--- config.mk ---
export PLATFORM = sky130hd
export DESIGN_NAME = counter16_input_capture
export DESIGN_NICKNAME = d
export VERILOG_FILES = /design/src/rtl/counter16_pkg.sv /design/src/rtl/counter16_input_capture.sv
export SDC_FILE = /design/constraint.sdc
export NUM_CORES = 1
export LEC_CHECK = 0
export BUFFER_PORTS_ARGS = -buffer_cell sky130_fd_sc_hd__clkbuf_2
export CORE_AREA = 4 4 170 172
export CTS_BUF_LIST = sky130_fd_sc_hd__clkbuf_4
export DETAILED_ROUTE_END_ITERATION = 6
export DIE_AREA = 0 0 174 176
export GPL_TIMING_DRIVEN = 0
export PLACE_DENSITY = 0.46
export REMOVE_ABC_BUFFERS = 1
export SLEW_MARGIN = 20
export SYNTH_ARGS = -nofsm -noshare
export SYNTH_HDL_FRONTEND = slang
export SYNTH_SLANG_ARGS = --single-unit
--- constraint.sdc ---
create_clock -name clock_i -period 5 [get_ports clock_i]
set_input_delay 0.25 -clock clock_i [delete_from_list [all_inputs] [get_ports clock_i]]
set_output_delay 0.25 -clock clock_i [all_outputs]
set_load 0.01 [all_outputs]
--- src/rtl/counter16_pkg.sv ---
// Constants, register map and types for the 16-bit counter with input capture
package counter16_pkg;

  // Register byte offsets on the Avalon-MM slave
  localparam logic [5:0] ADDR_CONTROL_A       = 6'h00;
  localparam logic [5:0] ADDR_CONTROL_B       = 6'h04;
  localparam logic [5:0] ADDR_COUNT_LOW       = 6'h08;
  localparam logic [5:0] ADDR_COUNT_HIGH      = 6'h0c;
  localparam logic [5:0] ADDR_CAPTURE_LOW     = 6'h10;
  localparam logic [5:0] ADDR_CAPTURE_HIGH    = 6'h14;
  localparam logic [5:0] ADDR_COMPARE_A_LOW   = 6'h18;
  localparam logic [5:0] ADDR_COMPARE_A_HIGH  = 6'h1c;
  localparam logic [5:0] ADDR_COMPARE_B_LOW   = 6'h20;
  localparam logic [5:0] ADDR_COMPARE_B_HIGH  = 6'h24;
  localparam logic [5:0] ADDR_IRQ_MASK        = 6'h28;
  localparam logic [5:0] ADDR_IRQ_FLAGS       = 6'h2c;
  localparam logic [5:0] ADDR_COMPARATOR_CTRL = 6'h30;

  // Field positions
  localparam int CTRL_A_WGM_LSB      = 0;
  localparam int CTRL_B_CS_LSB       = 0;
  localparam int CTRL_B_WGM_LSB      = 3;
  localparam int CTRL_B_EDGE_BIT     = 6;
  localparam int CTRL_B_FILTER_BIT   = 7;
  localparam int IRQ_OVERFLOW_BIT    = 0;
  localparam int IRQ_CAPTURE_BIT     = 5;
  localparam int COMPARATOR_SEL_BIT  = 2;

  // Reset values
  localparam logic [7:0]  BYTE_RESET  = 8'h00;
  localparam logic [15:0] WORD_RESET  = 16'h0000;
  localparam logic [31:0] READ_ZERO   = 32'h00000000;

  // Clock select codes
  localparam logic [2:0] CS_STOP     = 3'h0;
  localparam logic [2:0] CS_DIRECT   = 3'h1;
  localparam logic [2:0] CS_DIV8     = 3'h2;
  localparam logic [2:0] CS_DIV64    = 3'h3;
  localparam logic [2:0] CS_DIV256   = 3'h4;
  localparam logic [2:0] CS_DIV1024  = 3'h5;
  localparam logic [2:0] CS_EXT_FALL = 3'h6;
  localparam logic [2:0] CS_EXT_RISE = 3'h7;

  localparam logic [9:0] PRESCALE_MASK_8    = 10'h007;
  localparam logic [9:0] PRESCALE_MASK_64   = 10'h03f;
  localparam logic [9:0] PRESCALE_MASK_256  = 10'h0ff;
  localparam logic [9:0] PRESCALE_MASK_1024 = 10'h3ff;

  // Counter landmarks
  localparam logic [15:0] COUNT_BOTTOM = 16'h0000;
  localparam logic [15:0] COUNT_MAX    = 16'hffff;
  localparam logic [15:0] TOP_8BIT     = 16'h00ff;
  localparam logic [15:0] TOP_9BIT     = 16'h01ff;
  localparam logic [15:0] TOP_10BIT    = 16'h03ff;
  localparam logic [15:0] COUNT_ONE    = 16'h0001;

  // Noise filter depth: samples that must agree
  localparam int FILTER_SAMPLES = 4;

  // Waveform modes
  localparam logic [3:0] MODE_NORMAL       = 4'h0;
  localparam logic [3:0] MODE_PC_8BIT      = 4'h1;
  localparam logic [3:0] MODE_PC_9BIT      = 4'h2;
  localparam logic [3:0] MODE_PC_10BIT     = 4'h3;
  localparam logic [3:0] MODE_CTC_COMPARE  = 4'h4;
  localparam logic [3:0] MODE_FAST_8BIT    = 4'h5;
  localparam logic [3:0] MODE_FAST_9BIT    = 4'h6;
  localparam logic [3:0] MODE_FAST_10BIT   = 4'h7;
  localparam logic [3:0] MODE_PFC_CAPTURE  = 4'h8;
  localparam logic [3:0] MODE_PFC_COMPARE  = 4'h9;
  localparam logic [3:0] MODE_PC_CAPTURE   = 4'ha;
  localparam logic [3:0] MODE_PC_COMPARE   = 4'hb;
  localparam logic [3:0] MODE_CTC_CAPTURE  = 4'hc;
  localparam logic [3:0] MODE_FAST_CAPTURE = 4'he;
  localparam logic [3:0] MODE_FAST_COMPARE = 4'hf;

  typedef struct packed {
    logic [5:0]  address;
    logic        read;
    logic        write;
    logic [31:0] writedata;
    logic [3:0]  byteenable;
  } avalon_req_s;

  typedef enum logic {
    DIR_UP   = 1'b0,
    DIR_DOWN = 1'b1
  } count_dir_e;

  // Modes whose count limit is the capture register
  function automatic logic mode_capture_top(input logic [3:0] mode);
    return (mode == MODE_PFC_CAPTURE) || (mode == MODE_PC_CAPTURE) ||
           (mode == MODE_CTC_CAPTURE) || (mode == MODE_FAST_CAPTURE);
  endfunction

  // Up/down counting modes
  function automatic logic mode_dual(input logic [3:0] mode);
    return (mode == MODE_PC_8BIT) || (mode == MODE_PC_9BIT) || (mode == MODE_PC_10BIT) ||
           (mode == MODE_PFC_CAPTURE) || (mode == MODE_PFC_COMPARE) ||
           (mode == MODE_PC_CAPTURE) || (mode == MODE_PC_COMPARE);
  endfunction

  // Single-slope modes that flag overflow at the limit
  function automatic logic mode_fast(input logic [3:0] mode);
    return (mode == MODE_FAST_8BIT) || (mode == MODE_FAST_9BIT) ||
           (mode == MODE_FAST_10BIT) || (mode == MODE_FAST_CAPTURE) ||
           (mode == MODE_FAST_COMPARE);
  endfunction

  function automatic logic [15:0] mode_top(input logic [3:0] mode, input logic [15:0] cmp_a,
                                           input logic [15:0] cap);
    case (mode)
      MODE_PC_8BIT, MODE_FAST_8BIT:   return TOP_8BIT;
      MODE_PC_9BIT, MODE_FAST_9BIT:   return TOP_9BIT;
      MODE_PC_10BIT, MODE_FAST_10BIT: return TOP_10BIT;
      MODE_CTC_COMPARE, MODE_PFC_COMPARE, MODE_PC_COMPARE, MODE_FAST_COMPARE: return cmp_a;
      MODE_PFC_CAPTURE, MODE_PC_CAPTURE, MODE_CTC_CAPTURE, MODE_FAST_CAPTURE: return cap;
      default:                        return COUNT_MAX;
    endcase
  endfunction

endpackage

--- src/rtl/counter16_input_capture.sv ---
// 16-bit up/down counter with shared high-byte holding register and input capture
//
// The register offsets and register access over Avalon-MM were chosen for this implementation.
`timescale 1ns/1ps

// Behaviour
// - high-byte writes go to holding register; compare high reads bypass it
// - low-byte counter read copies high byte
// - low-byte counter write loads high from holding
// - clock select zero stops the counter
// - counter accessible whether clock runs or not
// - processor write beats count operations
// - mode field sets clear, up, down
// - overflow flag set per mode
// - selected source edge triggers capture
// - capture copies counter, sets flag together
// - enabled flag requests interrupt, service clears
// - writing one clears capture flag
// - capture low read fills holding register
// - capture writable only in capture-limit modes
// - select bit routes comparator to capture
// - source switch may capture; software clears
// - filter needs four equal samples
// - filter enable bit, system clock, four cycles
// - captures suppressed in capture-limit modes
// - later capture overwrites unread value
// - software-driven pin edge also captures
// - one holding register for all wide registers
// - bottom is 0x0000, maximum is 0xffff
module counter16_input_capture
  import counter16_pkg::*;
(
  input  wire logic        clock_i,
  input  wire logic        reset_i,
  input  wire avalon_req_s bus_i,
  output logic [31:0]      readdata_o,
  output logic             waitrequest_o,
  input  wire logic        capture_pin_i,
  input  wire logic        comparator_output_i,
  input  wire logic        external_clock_i,
  input  wire logic        capture_irq_ack_i,
  input  wire logic        overflow_irq_ack_i,
  output logic             capture_irq_o,
  output logic             overflow_irq_o
);

  logic [7:0]  timer_control_a;
  logic [7:0]  timer_control_b;
  logic [7:0]  comparator_control_status;
  logic [7:0]  irq_mask;
  logic [15:0] timer_count;
  logic [15:0] capture_value;
  logic [15:0] compare_a;
  logic [15:0] compare_b;
  logic [7:0]  holding;
  logic [7:0]  snap_high;
  logic        overflow_flag;
  logic        capture_flag;
  count_dir_e  direction;

  logic [2:0]  clock_select_field;
  logic [3:0]  waveform_mode_field;
  logic        capture_filter_enable;
  logic        capture_edge_rising;
  logic        comparator_capture_select;
  logic        capture_irq_enable;
  logic        overflow_irq_enable;

  assign clock_select_field        = timer_control_b[CTRL_B_CS_LSB +: 3];
  assign waveform_mode_field       = {timer_control_b[CTRL_B_WGM_LSB +: 2],
                                      timer_control_a[CTRL_A_WGM_LSB +: 2]};
  assign capture_filter_enable     = timer_control_b[CTRL_B_FILTER_BIT];
  assign capture_edge_rising       = timer_control_b[CTRL_B_EDGE_BIT];
  assign comparator_capture_select = comparator_control_status[COMPARATOR_SEL_BIT];
  assign capture_irq_enable        = irq_mask[IRQ_CAPTURE_BIT];
  assign overflow_irq_enable       = irq_mask[IRQ_OVERFLOW_BIT];

  // Bus handshake: one wait state, the access takes effect at the edge that
  // sees waitrequest low, so read data are settled a full cycle before.
  logic access;
  logic do_write;
  logic do_read;
  logic wr_byte;

  assign access   = (bus_i.read || bus_i.write) && !waitrequest_o;
  assign do_write = access && bus_i.write;
  assign do_read  = access && bus_i.read;
  assign wr_byte  = do_write && bus_i.byteenable[0];

  always_ff @(posedge clock_i or posedge reset_i) begin
    if (reset_i) begin
      waitrequest_o <= 1'b1;
    end else if (access) begin
      waitrequest_o <= 1'b1;
    end else if (bus_i.read || bus_i.write) begin
      waitrequest_o <= 1'b0;
    end
  end

  // Read data and a snapshot of the matching high byte are taken together,
  // so the holding register later receives the same word that was returned.
  always_ff @(posedge clock_i or posedge reset_i) begin
    if (reset_i) begin
      readdata_o <= READ_ZERO;
      snap_high  <= BYTE_RESET;
    end else if (bus_i.read && waitrequest_o) begin
      readdata_o <= READ_ZERO;
      snap_high  <= BYTE_RESET;
      case (bus_i.address)
        ADDR_CONTROL_A:       readdata_o[7:0] <= timer_control_a;
        ADDR_CONTROL_B:       readdata_o[7:0] <= timer_control_b;
        ADDR_COUNT_LOW: begin
          readdata_o[7:0] <= timer_count[7:0];
          snap_high       <= timer_count[15:8];
        end
        ADDR_COUNT_HIGH:      readdata_o[7:0] <= holding;
        ADDR_CAPTURE_LOW: begin
          readdata_o[7:0] <= capture_value[7:0];
          snap_high       <= capture_value[15:8];
        end
        ADDR_CAPTURE_HIGH:    readdata_o[7:0] <= holding;
        ADDR_COMPARE_A_LOW:   readdata_o[7:0] <= compare_a[7:0];
        ADDR_COMPARE_A_HIGH:  readdata_o[7:0] <= compare_a[15:8];
        ADDR_COMPARE_B_LOW:   readdata_o[7:0] <= compare_b[7:0];
        ADDR_COMPARE_B_HIGH:  readdata_o[7:0] <= compare_b[15:8];
        ADDR_IRQ_MASK:        readdata_o[7:0] <= irq_mask;
        ADDR_IRQ_FLAGS: begin
          readdata_o[IRQ_OVERFLOW_BIT] <= overflow_flag;
          readdata_o[IRQ_CAPTURE_BIT]  <= capture_flag;
        end
        ADDR_COMPARATOR_CTRL: readdata_o[7:0] <= comparator_control_status;
        default:              readdata_o <= READ_ZERO;
      endcase
    end
  end

  // Control registers
  always_ff @(posedge clock_i or posedge reset_i) begin
    if (reset_i) begin
      timer_control_a           <= BYTE_RESET;
      timer_control_b           <= BYTE_RESET;
      irq_mask                  <= BYTE_RESET;
      comparator_control_status <= BYTE_RESET;
    end else if (wr_byte) begin
      case (bus_i.address)
        ADDR_CONTROL_A:       timer_control_a <= bus_i.writedata[7:0];
        ADDR_CONTROL_B:       timer_control_b <= bus_i.writedata[7:0];
        ADDR_IRQ_MASK:        irq_mask <= bus_i.writedata[7:0];
        ADDR_COMPARATOR_CTRL: comparator_control_status <= bus_i.writedata[7:0];
        default: ;
      endcase
    end
  end

  // Shared holding register
  always_ff @(posedge clock_i or posedge reset_i) begin
    if (reset_i) begin
      holding <= BYTE_RESET;
    end else if (wr_byte && (bus_i.address == ADDR_COUNT_HIGH ||
                             bus_i.address == ADDR_CAPTURE_HIGH ||
                             bus_i.address == ADDR_COMPARE_A_HIGH ||
                             bus_i.address == ADDR_COMPARE_B_HIGH)) begin
      holding <= bus_i.writedata[7:0];
    end else if (do_read && (bus_i.address == ADDR_COUNT_LOW ||
                             bus_i.address == ADDR_CAPTURE_LOW)) begin
      holding <= snap_high;
    end
  end

  // Compare registers, written through the holding register
  always_ff @(posedge clock_i or posedge reset_i) begin
    if (reset_i) begin
      compare_a <= WORD_RESET;
      compare_b <= WORD_RESET;
    end else if (wr_byte && bus_i.address == ADDR_COMPARE_A_LOW) begin
      compare_a <= {holding, bus_i.writedata[7:0]};
    end else if (wr_byte && bus_i.address == ADDR_COMPARE_B_LOW) begin
      compare_b <= {holding, bus_i.writedata[7:0]};
    end
  end

  // Timer tick: prescaler taps or external clock edges
  logic [9:0] prescale;
  logic       ext_sync1;
  logic       ext_sync2;
  logic       ext_prev;
  logic       timer_tick;

  always_ff @(posedge clock_i or posedge reset_i) begin
    if (reset_i) begin
      prescale  <= 10'h000;
      ext_sync1 <= 1'b0;
      ext_sync2 <= 1'b0;
      ext_prev  <= 1'b0;
    end else begin
      prescale  <= prescale + 10'h001;
      ext_sync1 <= external_clock_i;
      ext_sync2 <= ext_sync1;
      ext_prev  <= ext_sync2;
    end
  end

  always_comb begin
    case (clock_select_field)
      CS_STOP:     timer_tick = 1'b0;
      CS_DIRECT:   timer_tick = 1'b1;
      CS_DIV8:     timer_tick = (prescale & PRESCALE_MASK_8) == PRESCALE_MASK_8;
      CS_DIV64:    timer_tick = (prescale & PRESCALE_MASK_64) == PRESCALE_MASK_64;
      CS_DIV256:   timer_tick = (prescale & PRESCALE_MASK_256) == PRESCALE_MASK_256;
      CS_DIV1024:  timer_tick = prescale == PRESCALE_MASK_1024;
      CS_EXT_FALL: timer_tick = ext_prev && !ext_sync2;
      CS_EXT_RISE: timer_tick = !ext_prev && ext_sync2;
      default:     timer_tick = 1'b0;
    endcase
  end

  // Counting sequence
  logic        at_bottom;
  logic        at_max;
  logic        at_top;
  logic [15:0] count_top;
  logic [15:0] next_count;
  count_dir_e  next_direction;
  logic        overflow_event;

  assign count_top = mode_top(waveform_mode_field, compare_a, capture_value);
  assign at_bottom = timer_count == COUNT_BOTTOM;
  assign at_max    = timer_count == COUNT_MAX;
  assign at_top    = timer_count == count_top;

  always_comb begin
    next_count     = timer_count;
    next_direction = direction;
    overflow_event = 1'b0;
    if (timer_tick) begin
      if (mode_dual(waveform_mode_field)) begin
        if (direction == DIR_UP && at_top) begin
          next_direction = DIR_DOWN;
          next_count     = timer_count - COUNT_ONE;
        end else if (direction == DIR_DOWN && at_bottom) begin
          next_direction = DIR_UP;
          next_count     = timer_count + COUNT_ONE;
          overflow_event = 1'b1;
        end else if (direction == DIR_DOWN) begin
          next_count = timer_count - COUNT_ONE;
        end else begin
          next_count = timer_count + COUNT_ONE;
        end
      end else begin
        next_direction = DIR_UP;
        if (at_top) begin
          next_count = COUNT_BOTTOM;
        end else begin
          next_count = timer_count + COUNT_ONE;
        end
        if (mode_fast(waveform_mode_field)) begin
          overflow_event = at_top;
        end else begin
          overflow_event = at_max;
        end
      end
    end
  end

  always_ff @(posedge clock_i or posedge reset_i) begin
    if (reset_i) begin
      timer_count <= WORD_RESET;
      direction   <= DIR_UP;
    end else if (wr_byte && bus_i.address == ADDR_COUNT_LOW) begin
      timer_count <= {holding, bus_i.writedata[7:0]};
    end else begin
      timer_count <= next_count;
      direction   <= next_direction;
    end
  end

  // Capture source path: select, synchronise, filter, detect
  logic                      src_sync1;
  logic                      src_sync2;
  logic [FILTER_SAMPLES-2:0] filter_hist;
  logic                      filtered;
  logic                      detect_in;
  logic                      detect_prev;
  logic                      capture_event;

  always_ff @(posedge clock_i or posedge reset_i) begin
    if (reset_i) begin
      src_sync1 <= 1'b0;
      src_sync2 <= 1'b0;
    end else begin
      // Switching the source here can look like an edge downstream
      src_sync1 <= comparator_capture_select ? comparator_output_i
                                             : capture_pin_i;
      src_sync2 <= src_sync1;
    end
  end

  // Output follows only when the newest sample and the three before agree
  always_ff @(posedge clock_i or posedge reset_i) begin
    if (reset_i) begin
      filter_hist <= '0;
      filtered    <= 1'b0;
    end else begin
      filter_hist <= {filter_hist[FILTER_SAMPLES-3:0], src_sync2};
      if (filter_hist == {(FILTER_SAMPLES-1){src_sync2}}) begin
        filtered <= src_sync2;
      end
    end
  end

  assign detect_in     = capture_filter_enable ? filtered : src_sync2;
  assign capture_event = (capture_edge_rising ? (detect_in && !detect_prev)
                                              : (!detect_in && detect_prev)) &&
                         !mode_capture_top(waveform_mode_field);

  always_ff @(posedge clock_i or posedge reset_i) begin
    if (reset_i) begin
      detect_prev <= 1'b0;
    end else begin
      detect_prev <= detect_in;
    end
  end

  // Capture register: overwritten on every capture, writable as a limit
  always_ff @(posedge clock_i or posedge reset_i) begin
    if (reset_i) begin
      capture_value <= WORD_RESET;
    end else if (capture_event) begin
      capture_value <= timer_count;
    end else if (wr_byte && bus_i.address == ADDR_CAPTURE_LOW &&
                 mode_capture_top(waveform_mode_field)) begin
      capture_value <= {holding, bus_i.writedata[7:0]};
    end
  end

  // Flags: a hardware set in the clearing cycle wins over the clear
  logic flag_clear_write;
  assign flag_clear_write = wr_byte && bus_i.address == ADDR_IRQ_FLAGS;

  always_ff @(posedge clock_i or posedge reset_i) begin
    if (reset_i) begin
      capture_flag <= 1'b0;
    end else if (capture_event) begin
      capture_flag <= 1'b1;
    end else if ((flag_clear_write && bus_i.writedata[IRQ_CAPTURE_BIT]) ||
                 capture_irq_ack_i) begin
      capture_flag <= 1'b0;
    end
  end

  always_ff @(posedge clock_i or posedge reset_i) begin
    if (reset_i) begin
      overflow_flag <= 1'b0;
    end else if (overflow_event) begin
      overflow_flag <= 1'b1;
    end else if ((flag_clear_write && bus_i.writedata[IRQ_OVERFLOW_BIT]) ||
                 overflow_irq_ack_i) begin
      overflow_flag <= 1'b0;
    end
  end

  // Interrupt requests are registered copies of flag and enable
  always_ff @(posedge clock_i or posedge reset_i) begin
    if (reset_i) begin
      capture_irq_o  <= 1'b0;
      overflow_irq_o <= 1'b0;
    end else begin
      capture_irq_o  <= capture_flag && capture_irq_enable;
      overflow_irq_o <= overflow_flag && overflow_irq_enable;
    end
  end

endmodule

==> metrics.md, run 1 <==
| Metric | Value |
|---|---|
| Total gr overflow | `0` |
| Crit path capture type | `flop` |
| Startpoint types | `flop` |
| GPL Wtd Cong | `0.829` |
| FP Rows | `61` |
| Most common cell after layout, fill and taps aside | `dfrtp_1` |
| Most frequent cells in the layout | `dfrtp_1 (145), nand2_1 (83), mux2_2 (66)` |
| Crit-path max cell delay | `750 ps` |
| Maximum number of pins on one net before global-route repair | `78` |
| Cell variety after synth | `66` |
| Tightest Pin Transition | `1110 ps` |
| Worst vdd ir | `0.165 mV` |
| Sequential-to-total area share from yosys stat | `44.8%` |
| CP max-delay cell | `a21oi_2` |
| Clock Path Buffers | `2` |
| TNS Setup | `0 ps` |
| Setup violators final | `0` |
| Worst EP arrival | `4990 ps` |
| # IOs | `86` |
| CTS Buf Count | `17` |
| Mapped Avg Cell Area | `9.84 µm²` |
| Router iterations before antenna repair | `5` |
| Crit-path max FO | `17` |
| Number of placed instances, taps included | `1160` |
| Final period utilization | `89.6%` |
| Placed inst area | `0.00856 mm²` |
| Pwr dens | `373 mW/mm²` |
| Reg2reg setup slack | `520 ps` |
| Number of max-cap violations | `0` |
| Total Wirelength | `26400 µm` |
| Net Sw Frac | `41.8%` |
| Setup Fix Bufs, Post-CTS | `0` |
| Critical path class | `flop to flop` |
| Die height | `176 µm` |
| Worst-path clk slew | `160 ps` |
| Yosys warns | `0` |
| Primary FF master, synth | `dfrtp_1` |
| HPWL Detailed | `18400 µm` |
| # port buffers | `34` |
| Drt drc | `0` |
| Total Power | `3.34 mW` |
| Worst EP required | `5510 ps` |
| Layout cell share with drive strength beyond 1 | `18.9%` |
| Fmax | `223 MHz` |
| Final #Nets | `896` |
| Clock sink count | `146` |
| DR vias/cell | `5.43` |
| P&R area growth vs syn | `9.76%` |
| H-tree depth | `4` |
| Worst slew margin | `25.7%` |
| CORE AREA | `0.0275 mm²` |
| Class of the worst hold path | `input port to flop` |
| #FFs+latches synth | `146` |
| Remaining antenna violation count after routing | `0` |
| Hold Violations, Final | `0` |
| Fillers | `2819` |
| DR vias | `6520` |
| GRT Resource Usage Total | `17.5%` |
| Period minus WS final | `4480 ps` |
| Cells after Synth | `830` |
| Fin util | `32.6%` |
| Wire length per cell | `22.0 µm` |
| Number of DRC markers in iteration 0 | `569` |
| Leak | `3.99 nW` |
| Async SR Flop Fraction | `100%` |
| Post-Syn Area | `0.00816 mm²` |
| Status | `finished, final reports clean` |
| CTS tree | `built` |
| Post-synth EDFFs | `0` |
| Die Wd | `174 µm` |
| Die area | `0.0306 mm²` |
| Root Buffer | `clkbuf_4` |
| Clk pwr share | `24.0%` |
| Initial Utilization | `29.7%` |
| Sequential power share | `51.7%` |
| Ordered list of cells on the worst path | `and2_1 > mux2i_2 > o22ai_1 > xnor2_1 > nor4_1 > nand4_2 > a21oi_2 > mux2i_1 > a2111oi_0 > nand3b_1` |
| Slew Viols, Final | `0` |
| RSZ-0062 raised after global routing | `false` |
| Setup Skew | `29.9 ps` |
| Vias in the first global route | `6456` |
| Sw power | `1.40 mW` |
| First-pass GRT wire length | `41100 µm` |
| Clk_lat worst skew | `570 ps` |
| Initial antenna violation count | `1` |
| Final instance area | `0.00896 mm²` |
| Logic pwr share | `24.3%` |
| P_int | `1.94 mW` |
| Non-Filler Instances | `1201` |
## metrics by stage
step | worst slack [ps] | hold WS [ps]
6_report | 522 | 143
3_3_place_gp | -1330 | 334
2_1_floorplan | 829 | 281
3_5_place_dp | 236 | 337
4_1_cts | 206 | 94.7
5_1_grt | 152 | 92.2
## path summary, 6_finish.rpt
kind | to | start | cells past startpoint
hold reg to reg | ext_sync2 | ext_sync1 | 0
hold / removal | timer_count[7] | bus_i[11] | 3
setup / recovery | timer_count[5] | timer_control_a[0] | 10
max in group asynchronous | capture_value[6] | reset_i | 4
setup reg to reg | timer_count[5] | timer_control_a[0] | 10
min in group asynchronous | prescale[6] | reset_i | 3
## final cells by class
| type | count | area [µm²] | area share [%] |
|---|---|---|---|
| Multi-Input combinational cell | 610 | 4160 | 46.5 |
| Sequential cell | 146 | 3650 | 40.8 |
| Tap cell | 346 | 433 | 4.83 |
| Timing Repair Buffer | 49 | 324 | 3.62 |
| Clock inverter | 15 | 185 | 2.07 |
| Clock buffer | 17 | 128 | 1.42 |
| Inverter | 17 | 71.3 | 0.796 |
| Antenna cell | 1 | 2.50 | 0.0279 |
## state kept, by name, summed over array words and instances, names as in the netlist, 10 cells and up
signal         count
prescale          10
compare_a         16
timer_count       16
capture_value     16
compare_b         16
## timing repair
item                       in CTS  in global routing
setup endpoints to repair       0                  5
hold buffers                    8                  0
hold endpoints to repair       81                  0
gates resized for setup         0                  1
## routing by layer
| metal | vias to the layer above | part of all wire (%) | track usage, % |
|---|---|---|---|
| met1 | 3284 | 46 | 24.3 |
| met2 | 175 | 47 | 28.1 |
| met5 | - | 0 | 0 |
| met3 | 19 | 5.6 | 3.88 |
| met4 | 0 | 1.5 | 3.99 |
| li1 | 3042 | - | - |
## logic make-up (layout without fill, tap and decap cells)
kind of cell	after synthesis	after routing	share of synthesized area [%]
simple gates	246	246	14.6
fa+ha+maj	5	5	0.736
mux	99	99	13.1
flops	146	146	44.8
xor+xnor	30	30	3.22
other cells	1	25	0.0459
compound gates	206	206	17.6
buf+inv	97	98	5.87
## cell usage after synthesis, drive strengths merged, types with 13 or more instances
library cell / instances / area, µm²
o21ai: 49 / 245
a21oi: 24 / 128
nand2: 83 / 312
nand3: 25 / 125
clkbuf: 39 / 146
nor3: 25 / 125
mux2i: 33 / 330
dfrtp: 145 / 3630
inv: 17 / 63.8
buf: 41 / 269
a31oi: 13 / 81.3
mux2: 66 / 743
a22oi: 30 / 225
xnor2: 21 / 184
nor2: 46 / 173
a221oi: 16 / 140
## power by group through the flow
stage	Sequential (mW)	Clock [mW]	Combinational [mW]
4_1_cts	1.72	0.831	0.814
2_1_floorplan	1.58	0	0.596
3_5_place_dp	1.74	0	0.808
5_1_grt	1.75	0.888	0.909
3_3_place_gp	1.74	0	0.788
6_report	1.73	0.803	0.812
## critical path, delay by kind of cell (launching register included)
kind | cells | cell delay (ps)
AOI/OAI and AO/OA | 3 | 1350
xor gates and xnor gates | 1 | 170
DFF | 1 | 610
muxes | 2 | 750
and+or+nand+nor | 4 | 1520
Note: power is estimated with default switching activity, not from simulation.
==> run 2: changes to the inputs <==
- CTS_BUF_LIST: sky130_fd_sc_hd__clkbuf_4 -> sky130_fd_sc_hd__clkbuf_4 sky130_fd_sc_hd__clkbuf_8 sky130_fd_sc_hd__clkbuf_16
==> run 2 against run 1 <==
Compared with the run above: design area rose by 2.6%; routed wire length rose by 0.68%; cell count fell by 0.58%; power rose by 15%; sequential share of layout area fell by 1.0 points; non-clock buffer count fell by 6; core utilization rose by 0.86 points; flip-flop and latch count did not move.
==> metrics.md, run 2 (synthesis gave the netlist of run 1 again) <==
| Metric | Value |
|---|---|
| DR vias/cell | `5.49` |
| Period minus WS final | `4510 ps` |
| Setup violators final | `0` |
| CTS Buf Count | `17` |
| Worst EP required | `5360 ps` |
| Vias in the first global route | `6445` |
| Worst hold slack | `35.3 ps` |
| Setup Skew | `16.2 ps` |
| Layout cell share with drive strength beyond 1 | `19.0%` |
| Number of placed instances, taps included | `1160` |
| Clock Path Buffers | `2` |
| Setup Fix Bufs, Post-CTS | `0` |
| # port buffers | `34` |
| Reg2reg setup slack | `490 ps` |
| Ant diodes | `0` |
| Initial antenna violation count | `0` |
| Fillers | `2793` |
| Most common cell after layout, fill and taps aside | `dfrtp_1` |
| CTS tree | `built` |
| Worst slew margin | `22.5%` |
| Total Wirelength | `26600 µm` |
| WP buf/inv | `0` |
| First-pass GRT wire length | `41200 µm` |
| Fmax | `222 MHz` |
| Root Buffer | `clkbuf_16` |
| Critical path class | `flop to flop` |
| R2r startpoint | `timer_control_a[1]` |
| DR vias | `6558` |
| Final period utilization | `90.3%` |
| Crit path capture type | `flop` |
| Maximum number of pins on one net before global-route repair | `78` |
| RSZ-0062 raised after global routing | `false` |
| Crit-path max FO | `16` |
| Pwr dens | `418 mW/mm²` |
| Die Wd | `174 µm` |
| HPWL Detailed | `18400 µm` |
| Drt drc | `0` |
| Remaining antenna violation count after routing | `0` |
| GRT Resource Usage Total | `17.6%` |
| FP Rows | `61` |
| Class of the worst hold path | `input port to flop` |
| Worst Hold Launch | `capture_pin_i` |
| Hold Violations, Final | `0` |
| GPL Wtd Cong | `0.829` |
| Startpoint types | `flop` |
| WHS Path Cells | `2` |
| Placed inst area | `0.00856 mm²` |
| R2r endpoint | `timer_count[5]` |
| Clk_lat worst skew | `440 ps` |
| Die height | `176 µm` |
| # IOs | `86` |
| Worst EP arrival | `4880 ps` |
| Wire length per cell | `22.3 µm` |
| Final #Nets | `890` |
| Clock sink count | `146` |
| Total Power | `3.85 mW` |
| Number of max-cap violations | `0` |
| Status | `finished, final reports clean` |
| Initial Utilization | `29.7%` |
| Router iterations before antenna repair | `5` |
| Worst-path clk slew | `80 ps` |
| CP max-delay cell | `a21oi_2` |
| P&R area growth vs syn | `12.6%` |
| Number of DRC markers in iteration 0 | `549` |
| Tightest Pin Transition | `1150 ps` |
| Worst vdd ir | `0.184 mV` |
| R2R depth | `10` |
| CP top delay family | `simple AND/OR/NAND/NOR gates` |
| Crit-path max cell delay | `770 ps` |
| Total gr overflow | `0` |
| Die area | `0.0306 mm²` |
| Ordered list of cells on the worst path | `nand2b_1 > mux2i_2 > o22ai_1 > xnor2_1 > nor4_1 > nand4_2 > a21oi_2 > mux2i_1 > a2111oi_0 > nand3b_1` |
| Slew Viols, Final | `0` |
| Leak | `4.09 nW` |
| Most frequent cells in the layout | `dfrtp_1 (145), nand2_1 (83), mux2_2 (66)` |
| Non-Filler Instances | `1194` |
| CORE AREA | `0.0275 mm²` |
| H-tree depth | `4` |
| Final instance area | `0.00920 mm²` |
| WHS Endpoint | `src_sync1` |
## run 2: changes by cell type in the layout (fill, tap and decap cells not counted), sizes merged
cell / delta
diode: -1
dlygate4sd3: -6
## run 2: worst reg2reg max path: stages (launching register included)
cell and delay, ps:
dfrtp_1 590, nand2b_1 220, mux2i_2 620, o22ai_1 220, xnor2_1 170, nor4_1 550, nand4_2 550, a21oi_2 780
mux2i_1 200, a2111oi_0 390, nand3b_1 150
## run 2: worst max-delay path by stage
stage          depth (start not counted)          startpoint             end
3_5_place_dp                          10  timer_control_b[4]  timer_count[5]
6_report                              10  timer_control_a[1]  timer_count[5]
5_1_grt                               10  timer_control_b[4]  timer_count[4]
3_3_place_gp                           2             reset_i   readdata_o[3]
2_1_floorplan                          1             reset_i    capture_flag
4_1_cts                               10  timer_control_b[4]  timer_count[5]
## run 2: stage by stage
step	utilization, %	worst slack, ps	TNS [ps]
6_report	33.5	487	0
5_1_grt	33.5	150	0
4_1_cts	33.4	214	0
3_5_place_dp	31.1	236	0
3_3_place_gp	30.7	-1330	-192870
2_1_floorplan	-	829	0
## run 2: layer usage
layer	part of all wire, %	GRT usage, %	up-vias
li1	-	-	3041
met1	46	24.3	3311
met2	47	28.4	186
met3	5.7	3.90	20
met4	1.3	4.09	0
met5	0	0	-
## run 2: power breakdown
part	switching [mW]	total, mW	internal [mW]
Clock	0.634	1.31	0.678
Sequential	0.367	1.73	1.36
Combinational	0.467	0.809	0.341
## run 2: repair_timing
| item | 4_1_cts | 5_1_grt |
|---|---|---|
| hold buffers | 2 | 0 |
| hold endpoints to repair | 77 | 0 |
| gates resized for setup | 0 | 1 |
| setup endpoints to repair | 0 | 5 |
## run 2: layout make-up
class | count | area, µm² | area share (%)
Multi-Input combinational cell | 610 | 4160 | 45.3
Sequential cell | 146 | 3650 | 39.7
Tap cell | 346 | 433 | 4.71
Clock buffer | 17 | 425 | 4.63
Timing Repair Buffer | 43 | 264 | 2.87
Clock inverter | 15 | 185 | 2.01
Inverter | 17 | 71.3 | 0.776
